==> src/hw/cpusb_pkg.sv <==
// Behaviour
// - Coprocessor error raises internal request thirteen
// - Error-register write with error active asserts ignore
// - Ignore holds until coprocessor error negates
// - Error-register write without error does nothing
// - Ignore drives only when error reporting enabled
// - Ignore pin released in reset and suspend
// - Reset-CPU rising, system-reset clear, starts init
// - Shutdown special cycle starts init pulse
// - Keyboard reset request starts init pulse
// - Fast-control port bit zero write starts init
// - Init pulse lasts sixty-four clocks
// - Init polarity follows processor-type strap
// - Processor interrupt follows any pending request
// - Processor interrupt low in reset, suspend
// - System error or channel check raises NMI
// - Setting source disable bit clears its NMI
// - NMI only when disables and mask zero
// - NMI low at reset and in suspend
package cpusb_pkg;
	localparam int WB_AW = 12; // Byte address width
	localparam int WB_DW = 32; // Data width
	// Printed register indices; byte address is four times these
	localparam logic [9:0] FAST_CTRL_IDX = 10'h092;
	localparam logic [9:0] CPERR_CLR_IDX = 10'h0f0;
	// Control registers with no printed offset
	localparam logic [11:0] RST_CTRL_ADDR = 12'h200;
	localparam logic [11:0] NMI_SC_ADDR = 12'h184;
	localparam logic [11:0] NMI_MASK_ADDR = 12'h1c0;
	// Reset control fields
	localparam int RC_CP_EN_BIT = 0;
	localparam int RC_SYS_RST_BIT = 1;
	localparam int RC_CPU_RST_BIT = 2;
	localparam int RC_INIT_ST_BIT = 4;
	localparam int RC_IGN_ST_BIT = 5;
	localparam int RC_COPROC_ERROR_IN_N_ST_BIT = 6;
	// NMI status and control fields
	localparam int NMI_SERR_DIS_BIT = 2;
	localparam int NMI_ISA_CHANNEL_CHECK_N_DIS_BIT = 3;
	localparam int NMI_ISA_CHANNEL_CHECK_N_ST_BIT = 6;
	localparam int NMI_SERR_ST_BIT = 7;
	localparam int NMI_MASK_BIT = 7;
	// Values after reset
	localparam logic [7:0] FAST_CTRL_RST = 8'h00;
	localparam logic CP_EN_RST = 1'b0;
	localparam logic NMI_DIS_RST = 1'b0;
	localparam logic NMI_MASK_RST = 1'b1;
	// Init pulse length in clocks
	localparam int INIT_CYCLES = 64;
	localparam int INIT_CW = 7;
	// Synchroniser idle value, all inputs active low
	localparam logic [3:0] SYNC_IDLE = 4'hf;
endpackage

==> src/hw/cpusb_top.sv <==
// Chosen here: the Wishbone interface to the registers.
`timescale 1ns/100ps
// Processor sideband outputs with a classic Wishbone slave
module cpusb_top
	import cpusb_pkg::*;
(
	input wire logic clk_i,
	input wire logic rst_i,
	input wire logic wb_cyc_i,
	input wire logic wb_stb_i,
	input wire logic wb_we_i,
	input wire logic [WB_AW-1:0] wb_adr_i,
	input wire logic [3:0] wb_sel_i,
	input wire logic [WB_DW-1:0] wb_dat_i,
	output logic [WB_DW-1:0] wb_dat_o,
	output logic wb_ack_o,
	input wire logic coproc_error_in_n_i,
	input wire logic kbc_reset_request_n_i,
	input wire logic pci_serr_n_i,
	input wire logic isa_channel_check_n_i,
	input wire logic shutdown_cycle_i,
	input wire logic ext_irq_pending_i,
	input wire logic power_on_suspend_i,
	input wire logic cpu_type_strap_i,
	output logic coproc_error_request_o,
	output logic cpu_irq_out_o,
	output logic ignore_numeric_exc_n_o,
	output logic ignore_numeric_exc_n_oe_o,
	output logic init_o,
	output logic nmi_o
);
	// Whole module state
	typedef struct packed {
		logic ack; // Bus answer
		logic [WB_DW-1:0] rdata; // Read data
		logic [7:0] fast_ctrl; // Fast-control port
		logic cp_en; // Error reporting enable
		logic sys_rst; // System-reset select
		logic cpu_rst; // Reset-CPU bit
		logic serr_dis; // System error source disable
		logic isa_channel_check_n_dis; // Channel check source disable
		logic serr_st; // System error latched
		logic isa_channel_check_n_st; // Channel check latched
		logic nmi_mask; // Global NMI mask
		logic strap; // Processor type, caught in reset
		logic kbc_prev; // Last synced keyboard request
		logic [INIT_CW-1:0] init_cnt; // Init clocks left
		logic init; // Init pin level
		logic ign; // Ignore pin enable
		logic coproc_error_request; // Coprocessor request
		logic cpu_irq_out; // Processor interrupt
		logic nmi; // NMI pin level
	} cpusb_state_t;

	cpusb_state_t st_ff;
	cpusb_state_t nxt_st;

	logic [3:0] sync_q; // Synchronised active-low inputs
	logic coproc_error_in_n_act; // Coprocessor error active
	logic kbc_act; // Keyboard reset request active
	logic serr_act; // System error active
	logic isa_channel_check_n_act; // Channel check active
	logic bus_req; // Request awaiting answer
	logic bus_wr; // Write taking effect this edge
	logic wr_lane0; // Write touches the low byte
	logic [WB_DW-1:0] rd_mux; // Read value of addressed word
	logic init_go; // Any init trigger
	logic nmi_pend; // Latched source present

	// Address match on the word, byte bits ignored
	function automatic logic hit(input logic [WB_AW-1:0] adr,
			input logic [WB_AW-1:0] target);
		hit = (adr[WB_AW-1:2] == target[WB_AW-1:2]);
	endfunction

	// Byte address of a printed index
	function automatic logic [WB_AW-1:0] idx_addr(input logic [9:0] idx);
		idx_addr = {idx, 2'b00};
	endfunction

	// Event inputs crossed in before use
	cpusb_sync #(
		.W(4),
		.IDLE(SYNC_IDLE)
	) u_sync (
		.clk_i(clk_i),
		.rst_i(rst_i),
		.d_i({isa_channel_check_n_i, pci_serr_n_i,
			kbc_reset_request_n_i, coproc_error_in_n_i}),
		.q_o(sync_q)
	);

	// Active-high views of the synced inputs
	assign coproc_error_in_n_act = ~sync_q[0];
	assign kbc_act = ~sync_q[1];
	assign serr_act = ~sync_q[2];
	assign isa_channel_check_n_act = ~sync_q[3];

	// One wait state: answer the cycle after the request
	assign bus_req = wb_cyc_i & wb_stb_i;
	// Writes land on the edge where the master sees ack
	assign bus_wr = bus_req & wb_we_i & st_ff.ack;
	// All registers are eight bits in lane zero
	assign wr_lane0 = bus_wr & wb_sel_i[0];

	// Read multiplexer; unmapped words read zero
	always_comb begin
		rd_mux = '0;
		if (hit(wb_adr_i, idx_addr(FAST_CTRL_IDX))) begin
			rd_mux[7:0] = st_ff.fast_ctrl;
		end else if (hit(wb_adr_i, RST_CTRL_ADDR)) begin
			rd_mux[RC_CP_EN_BIT] = st_ff.cp_en;
			rd_mux[RC_SYS_RST_BIT] = st_ff.sys_rst;
			rd_mux[RC_CPU_RST_BIT] = st_ff.cpu_rst;
			rd_mux[RC_INIT_ST_BIT] = (st_ff.init_cnt != '0);
			rd_mux[RC_IGN_ST_BIT] = st_ff.ign;
			rd_mux[RC_COPROC_ERROR_IN_N_ST_BIT] = coproc_error_in_n_act;
		end else if (hit(wb_adr_i, NMI_SC_ADDR)) begin
			// Handler finds the source here
			rd_mux[NMI_SERR_DIS_BIT] = st_ff.serr_dis;
			rd_mux[NMI_ISA_CHANNEL_CHECK_N_DIS_BIT] = st_ff.isa_channel_check_n_dis;
			rd_mux[NMI_ISA_CHANNEL_CHECK_N_ST_BIT] = st_ff.isa_channel_check_n_st;
			rd_mux[NMI_SERR_ST_BIT] = st_ff.serr_st;
		end else if (hit(wb_adr_i, NMI_MASK_ADDR)) begin
			rd_mux[NMI_MASK_BIT] = st_ff.nmi_mask;
		end
		// Error-clear register is write-only, reads zero
	end

	// Init triggers, gathered into one pulse start
	always_comb begin
		init_go = 1'b0;
		// Soft reset through the reset control register
		if (wr_lane0 && hit(wb_adr_i, RST_CTRL_ADDR)) begin
			if (!wb_dat_i[RC_SYS_RST_BIT] && !st_ff.cpu_rst &&
					wb_dat_i[RC_CPU_RST_BIT]) begin
				init_go = 1'b1;
			end
		end
		// Write of a one to port bit zero
		if (wr_lane0 && hit(wb_adr_i, idx_addr(FAST_CTRL_IDX)) &&
				wb_dat_i[0]) begin
			init_go = 1'b1;
		end
		// Shutdown special cycle seen on the bus
		if (shutdown_cycle_i) begin
			init_go = 1'b1;
		end
		// Keyboard controller request, on its assertion
		if (kbc_act && !st_ff.kbc_prev) begin
			init_go = 1'b1;
		end
	end

	// Delivered only with both disables and the mask clear
	assign nmi_pend = (st_ff.serr_st | st_ff.isa_channel_check_n_st) & ~st_ff.serr_dis &
		~st_ff.isa_channel_check_n_dis & ~st_ff.nmi_mask;

	// Next-state logic
	always_comb begin
		nxt_st = st_ff;
		// Bus answer and read capture
		nxt_st.ack = bus_req & ~st_ff.ack;
		if (bus_req && !st_ff.ack) begin
			nxt_st.rdata = rd_mux;
		end
		nxt_st.kbc_prev = kbc_act;

		// Register writes
		if (wr_lane0) begin
			if (hit(wb_adr_i, idx_addr(FAST_CTRL_IDX))) begin
				nxt_st.fast_ctrl = wb_dat_i[7:0];
			end
			if (hit(wb_adr_i, RST_CTRL_ADDR)) begin
				nxt_st.cp_en = wb_dat_i[RC_CP_EN_BIT];
				nxt_st.sys_rst = wb_dat_i[RC_SYS_RST_BIT];
				nxt_st.cpu_rst = wb_dat_i[RC_CPU_RST_BIT];
			end
			if (hit(wb_adr_i, NMI_SC_ADDR)) begin
				nxt_st.serr_dis = wb_dat_i[NMI_SERR_DIS_BIT];
				nxt_st.isa_channel_check_n_dis = wb_dat_i[NMI_ISA_CHANNEL_CHECK_N_DIS_BIT];
			end
			if (hit(wb_adr_i, NMI_MASK_ADDR)) begin
				nxt_st.nmi_mask = wb_dat_i[NMI_MASK_BIT];
			end
		end

		// Init pulse counter; a new trigger restarts it
		if (init_go) begin
			nxt_st.init_cnt = INIT_CW'(INIT_CYCLES);
		end else if (st_ff.init_cnt != '0) begin
			nxt_st.init_cnt = st_ff.init_cnt - 1'b1;
		end
		// Suspend forces the idle level
		if (power_on_suspend_i) begin
			nxt_st.init = st_ff.strap;
		end else begin
			nxt_st.init = (nxt_st.init_cnt != '0) ^ st_ff.strap;
		end

		// Coprocessor error forwards request thirteen
		nxt_st.coproc_error_request = coproc_error_in_n_act;
		// Ignore: set by a write only while the error is active
		if (!coproc_error_in_n_act || !nxt_st.cp_en) begin
			nxt_st.ign = 1'b0;
		end else if (wr_lane0 && hit(wb_adr_i, idx_addr(CPERR_CLR_IDX))) begin
			nxt_st.ign = 1'b1;
		end
		// Released while suspended
		if (power_on_suspend_i) begin
			nxt_st.ign = 1'b0;
		end

		// Processor interrupt from any pending request
		nxt_st.cpu_irq_out = (coproc_error_in_n_act | ext_irq_pending_i) &
			~power_on_suspend_i;

		// Sources latch while enabled; a disable clears them
		if (nxt_st.serr_dis) begin
			nxt_st.serr_st = 1'b0;
		end else if (serr_act) begin
			nxt_st.serr_st = 1'b1;
		end
		if (nxt_st.isa_channel_check_n_dis) begin
			nxt_st.isa_channel_check_n_st = 1'b0;
		end else if (isa_channel_check_n_act) begin
			nxt_st.isa_channel_check_n_st = 1'b1;
		end
		// Level stays high while latched; the edge marks the event
		nxt_st.nmi = nmi_pend & ~power_on_suspend_i;

		// Synchronous reset; strap is sampled while held
		if (rst_i) begin
			nxt_st.ack = 1'b0;
			nxt_st.rdata = '0;
			nxt_st.fast_ctrl = FAST_CTRL_RST;
			nxt_st.cp_en = CP_EN_RST;
			nxt_st.sys_rst = 1'b0;
			nxt_st.cpu_rst = 1'b0;
			nxt_st.serr_dis = NMI_DIS_RST;
			nxt_st.isa_channel_check_n_dis = NMI_DIS_RST;
			nxt_st.serr_st = 1'b0;
			nxt_st.isa_channel_check_n_st = 1'b0;
			nxt_st.nmi_mask = NMI_MASK_RST;
			nxt_st.strap = cpu_type_strap_i;
			nxt_st.kbc_prev = 1'b0;
			nxt_st.init_cnt = '0;
			nxt_st.init = cpu_type_strap_i;
			nxt_st.ign = 1'b0;
			nxt_st.coproc_error_request = 1'b0;
			nxt_st.cpu_irq_out = 1'b0;
			nxt_st.nmi = 1'b0;
		end
	end

	// Register the whole state
	always_ff @(posedge clk_i) begin
		st_ff <= nxt_st;
	end

	// Outputs straight from flops, except the ignore data, a constant low
	assign wb_ack_o = st_ff.ack;
	assign wb_dat_o = st_ff.rdata;
	assign coproc_error_request_o = st_ff.coproc_error_request;
	assign cpu_irq_out_o = st_ff.cpu_irq_out;
	// Open drain: only ever pulls low
	assign ignore_numeric_exc_n_o = 1'b0;
	assign ignore_numeric_exc_n_oe_o = st_ff.ign;
	assign init_o = st_ff.init;
	assign nmi_o = st_ff.nmi;
endmodule

==> src/hw/cpusb_sync.sv <==
`timescale 1ns/100ps
// Two-stage synchroniser for a group of unrelated levels
module cpusb_sync #(
	parameter int W = 4,
	parameter logic [W-1:0] IDLE = '1
) (
	input wire logic clk_i,
	input wire logic rst_i,
	input wire logic [W-1:0] d_i,
	output logic [W-1:0] q_o
);
	// Both stages in one state word
	typedef struct packed {
		logic [W-1:0] meta; // First stage, read only by second
		logic [W-1:0] sync; // Second stage, safe to use
	} cpusb_sync_t;

	cpusb_sync_t st_ff;
	cpusb_sync_t nxt_st;

	// Shift the stages
	always_comb begin
		nxt_st = st_ff;
		nxt_st.meta = d_i;
		nxt_st.sync = st_ff.meta;
		if (rst_i) begin
			// Idle level avoids false events after reset
			nxt_st.meta = IDLE;
			nxt_st.sync = IDLE;
		end
	end

	// Register the state
	always_ff @(posedge clk_i) begin
		st_ff <= nxt_st;
	end

	assign q_o = st_ff.sync;
endmodule

==> config.mk <==
export PLATFORM = sky130hd
export DESIGN_NAME = cpusb_top
export DESIGN_NICKNAME = d
export VERILOG_FILES = /design/src/hw/cpusb_pkg.sv /design/src/hw/cpusb_top.sv /design/src/hw/cpusb_sync.sv
export SDC_FILE = /design/constraint.sdc
export NUM_CORES = 1
export LEC_CHECK = 0
export BUFFER_PORTS_ARGS = -buffer_cell sky130_fd_sc_hd__buf_2
export CAP_MARGIN = 20
export CORE_MARGIN = 2
export CORE_UTILIZATION = 35
export CTS_BUF_LIST = sky130_fd_sc_hd__clkbuf_8 sky130_fd_sc_hd__clkbuf_16
export DETAILED_ROUTE_END_ITERATION = 8
export HOLD_SLACK_MARGIN = 0.12
export PLACE_DENSITY = 0.61
export SLEW_MARGIN = 20
export SYNTH_ARGS = -nofsm -noshare
export SYNTH_HDL_FRONTEND = slang
export SYNTH_HIERARCHICAL = 1
export SYNTH_SLANG_ARGS = --single-unit
==> constraint.sdc <==
create_clock -name clk_i -period 1.95 [get_ports clk_i]
set_clock_uncertainty 0.05 [all_clocks]
set_input_delay 0 -clock clk_i [delete_from_list [all_inputs] [get_ports clk_i]]
set_output_delay 0 -clock clk_i [all_outputs]
set_load 0.01 [all_outputs]
==> summary.txt <==
Yosys
  – Top cells by area, synth: dfxtp_1, buf_4, nor2_1
  – Mapped Avg Cell Area: 9.086 sq um
  – Synthesized area: 2290 sq um
  – Cell variety after synth: 51
  – Register area share after synthesis: 41.53%
  – Most used DFF post-synth: dfxtp_1
  – Register bit count reported by yosys: 47
  – Yosys top cell by area: dfxtp_1
  – Share of flip-flops with an asynchronous set or reset: 0%
  – Top cells by count, synth: dfxtp_1, buf_4, nor2_1, nand2_1, a21oi_1
  – Mapped Cells: 252
  – Top-area cell type share of the netlist area: 40.22%
  – Top-count cell post-synth: dfxtp_1
  – Post-synth EDFFs: 1
  – Ys Warns: 6

Clock network
  – Clk_lat worst skew: 0.30 ns
  – Root Buffer: clkbuf_8
  – CTS Buf Count: 5
  – H-tree levels: 2
  – Worst-path clk slew: 0.08 ns
  – CTS tree: yes
  – Clk sink count: 47
  – CTS max path bufs: 2

Worst setup path
  – Startpoint Class: register
  – Worst path bufs/invs: 0
  – FF-to-FF End: init_o
  – Crit path cell chain: or4_4 > a2111oi_4 > o22ai_1 > nor3b_1 > o41ai_2
  – Internal reg-to-reg setup slack: 0.03 ns
  – CP top delay family: compound AO/OA/AOI/OAI gates
  – R2R depth: 5
  – Worst EP arrival: 2.07 ns
  – Max FO, Critical Path: 4
  – Slowest CP cell: or4_4
  – CP peak stage delay: 0.54 ns
  – CP Class: reg2reg
  – Crit Reg-Reg Startpoint: st_ff[6]
  – Critical path required time: 2.11 ns
  – CP Capture Type: register

Layout
  – Fin nets: 384
  – Layout cells sized above 1: 27.64%
  – Fin util: 45.24%
  – Fin area: 2873 sq um
  – Fillcell total: 628
  – Area growth syn-to-layout: 25.46%
  – # diodes: 0

Detailed routing
  – Antenna-violating nets left: 0
  – Wire length per cell: 12.08 um
  – First-pass iteration count of the detailed router: 4
  – Iteration-0 DRC Markers: 71
  – Via density: 4.669
  – DRC viols: 0
  – Routed wire length: 4821 um
  – Routed wl met3: 293 um
  – Vias: 1863
  – Top Layer Used: met4
  – Routed wl met2: 2193 um
  – M1 WL: 2258 um

Place
  – Post-Place Setup Slack: -0.08404 ns
  – HPWL after DPL: 3364 um
  – PortBufs: 45
  – Gpl congestion: 0.8144
  – Area post-placement: 2496 sq um

Global route
  – Initial antenna violation count: 0
  – First-pass GRT wire length: 7776 um
  – Vias in the first global route: 1700
  – Remaining global-route overflow: 0
  – GRT Overall Usage: 13.47%
  – Largest net degree at the start of global routing: 42

Power and ir drop
  – Max VDD drop: 0.0004247 V
  – Clock power share: 28.9%
  – Sequential Power Share: 46.4%
  – Pwr dens: 790.9 nW/um^2
  – Pint: 1.624 mW
  – Total chip power: 2.272 mW
  – Leakage: 1.219 nW
  – Switch share: 28.54%
  – Combinational group share of total power: 24.6%
  – P_sw: 648.5 uW

Worst hold path
  – Hold Path Sink: st_ff[20]
  – Hold_sp: wb_adr_i[3]
  – Hold Path Stages: 5
  – Worst Hold Class: in2reg

STA
  – Hold Fails Final Rpt: 0
  – Fin crit period: 1.915 ns
  – Worst slew pin tran: 0.7207 ns
  – Fmax: 522.2 MHz
  – Setup violations, final: 0
  – Post-route setup slack: 0.03490 ns
  – Setup repair after global routing missed its margin: yes
  – Slew HR: 51.95%
  – Slew Limit Fails: 0
  – Period utilisation layout: 98.21%

Floorplanning
  – Die width: 84.88 um
  – I/O Pins: 100
  – Number of core rows: 29
  – Initial Utilization: 36.06%
  – Die area: 7205 sq um
  – Core area: 6350 sq um
  – Die height: 84.88 um

Flow run
  – Max Cap Viol: 0

Status
  – Status: finished, final reports clean
==> flip-flops by register name, indices dropped and copies added (netlist names) <==
signal,flops
ignore_numeric_exc_n_oe_o,1
coproc_error_request_o,1
nmi_o,1
init_o,1
st_ff,25
u_sync/q_o,4
cpu_irq_out_o,1
wb_ack_o,1
wb_dat_o,8
u_sync/st_ff,4
==> logic make-up (layout without fill, tap and decap cells) <==
kind of cell	count (synthesis)	count (layout)	share of synthesized area, %
fa+ha+maj	2	2	1.093
flops	47	47	41.53
buf+inv	47	93	13.82
mux	3	3	1.312
compound gates	48	48	15.14
xor+xnor	2	2	0.7652
other cells	1	25	0.1638
simple gates	102	102	26.18
==> metrics by stage <==
stage,TNS [ns],hold slack (ns),instances
floorplan,0,0.04714,276
global placement,-0.0005311,0.1286,367
detailed placement,-0.08404,0.1290,367
CTS,0,0.1413,398
global route,-0.1015,0.1735,399
finish,0,0.1445,399
==> per-layer routing <==
metal / global-route usage (%) / up-vias
li1: - / 973
met1: 17.61 / 816
met2: 21.83 / 67
met3: 2.918 / 7
met4: 5.195 / 0
met5: 0 / -
==> cell usage in the layout, fill, tap and decap left out, types with 2 or more instances in the layout <==
cell type	count
o22ai_1	2
o21ai_0	4
a22oi_1	5
nor3b_2	2
buf_2	45
clkbuf_8	5
nor2_1	24
inv_1	4
dlygate4sd3_1	21
nand3b_1	2
buf_4	15
dfxtp_2	2
or2_1	8
a211oi_1	9
nor3_1	5
nand3_1	12
o21a_1	2
a222oi_1	2
nor4_1	2
nand2_1	20
conb_1	25
nor2b_1	6
or4_1	2
dfxtp_1	44
a21oi_1	15
nor3b_1	3
mux2i_1	3
or4_4	2
==> worst max-delay path by stage <==
| stage | from | end | slack (ns) | depth (start not counted) |
|---|---|---|---|---|
| after floorplan | st_ff[5] | init_o | 0.009 | 5 |
| after global placement | st_ff[5] | init_o | -0.0005 | 5 |
| after detailed placement | st_ff[5] | init_o | -0.08 | 5 |
| after CTS | wb_adr_i[9] | st_ff[28] | 0.03 | 8 |
| after global routing | st_ff[8] | init_o | -0.10 | 5 |
| final | st_ff[6] | init_o | 0.03 | 5 |
==> cell type report <==
class	instances	area (sq um)	area share, %
inverter	4	15.01	0.5226
sequential	47	953.4	33.19
clock inverter	2	13.76	0.4791
timing repair buffer	81	548.0	19.08
multi-input combinational	182	1152	40.11
tap	77	96.34	3.354
clock buffer	6	93.84	3.267
==> power by group through the flow <==
stage	Combinational, mW	Sequential, mW	Clock, mW
floorplan	0.356	1.07	0
global placement	0.459	1.07	0
global route	0.620	1.06	0.718
CTS	0.534	1.05	0.677
detailed placement	0.459	1.07	0
finish	0.560	1.05	0.657
==> worst min-delay path, delay by kind of cell <==
kind | cells | cell delay, ns
buffers and inverters | 1 | 0.14
AO/OA/AOI/OAI | 1 | 0.11
AND/OR/NAND/NOR | 3 | 0.21
==> repair_timing <==
action                     in CTS  in global routing
hold endpoints to repair       27                  0
setup buffers                   2                  1
hold buffers                   21                  0
setup endpoints to repair       1                 10
pin swaps                       4                  0
gates resized for setup         4                  4
Note: power is estimated with default switching activity, not from simulation.
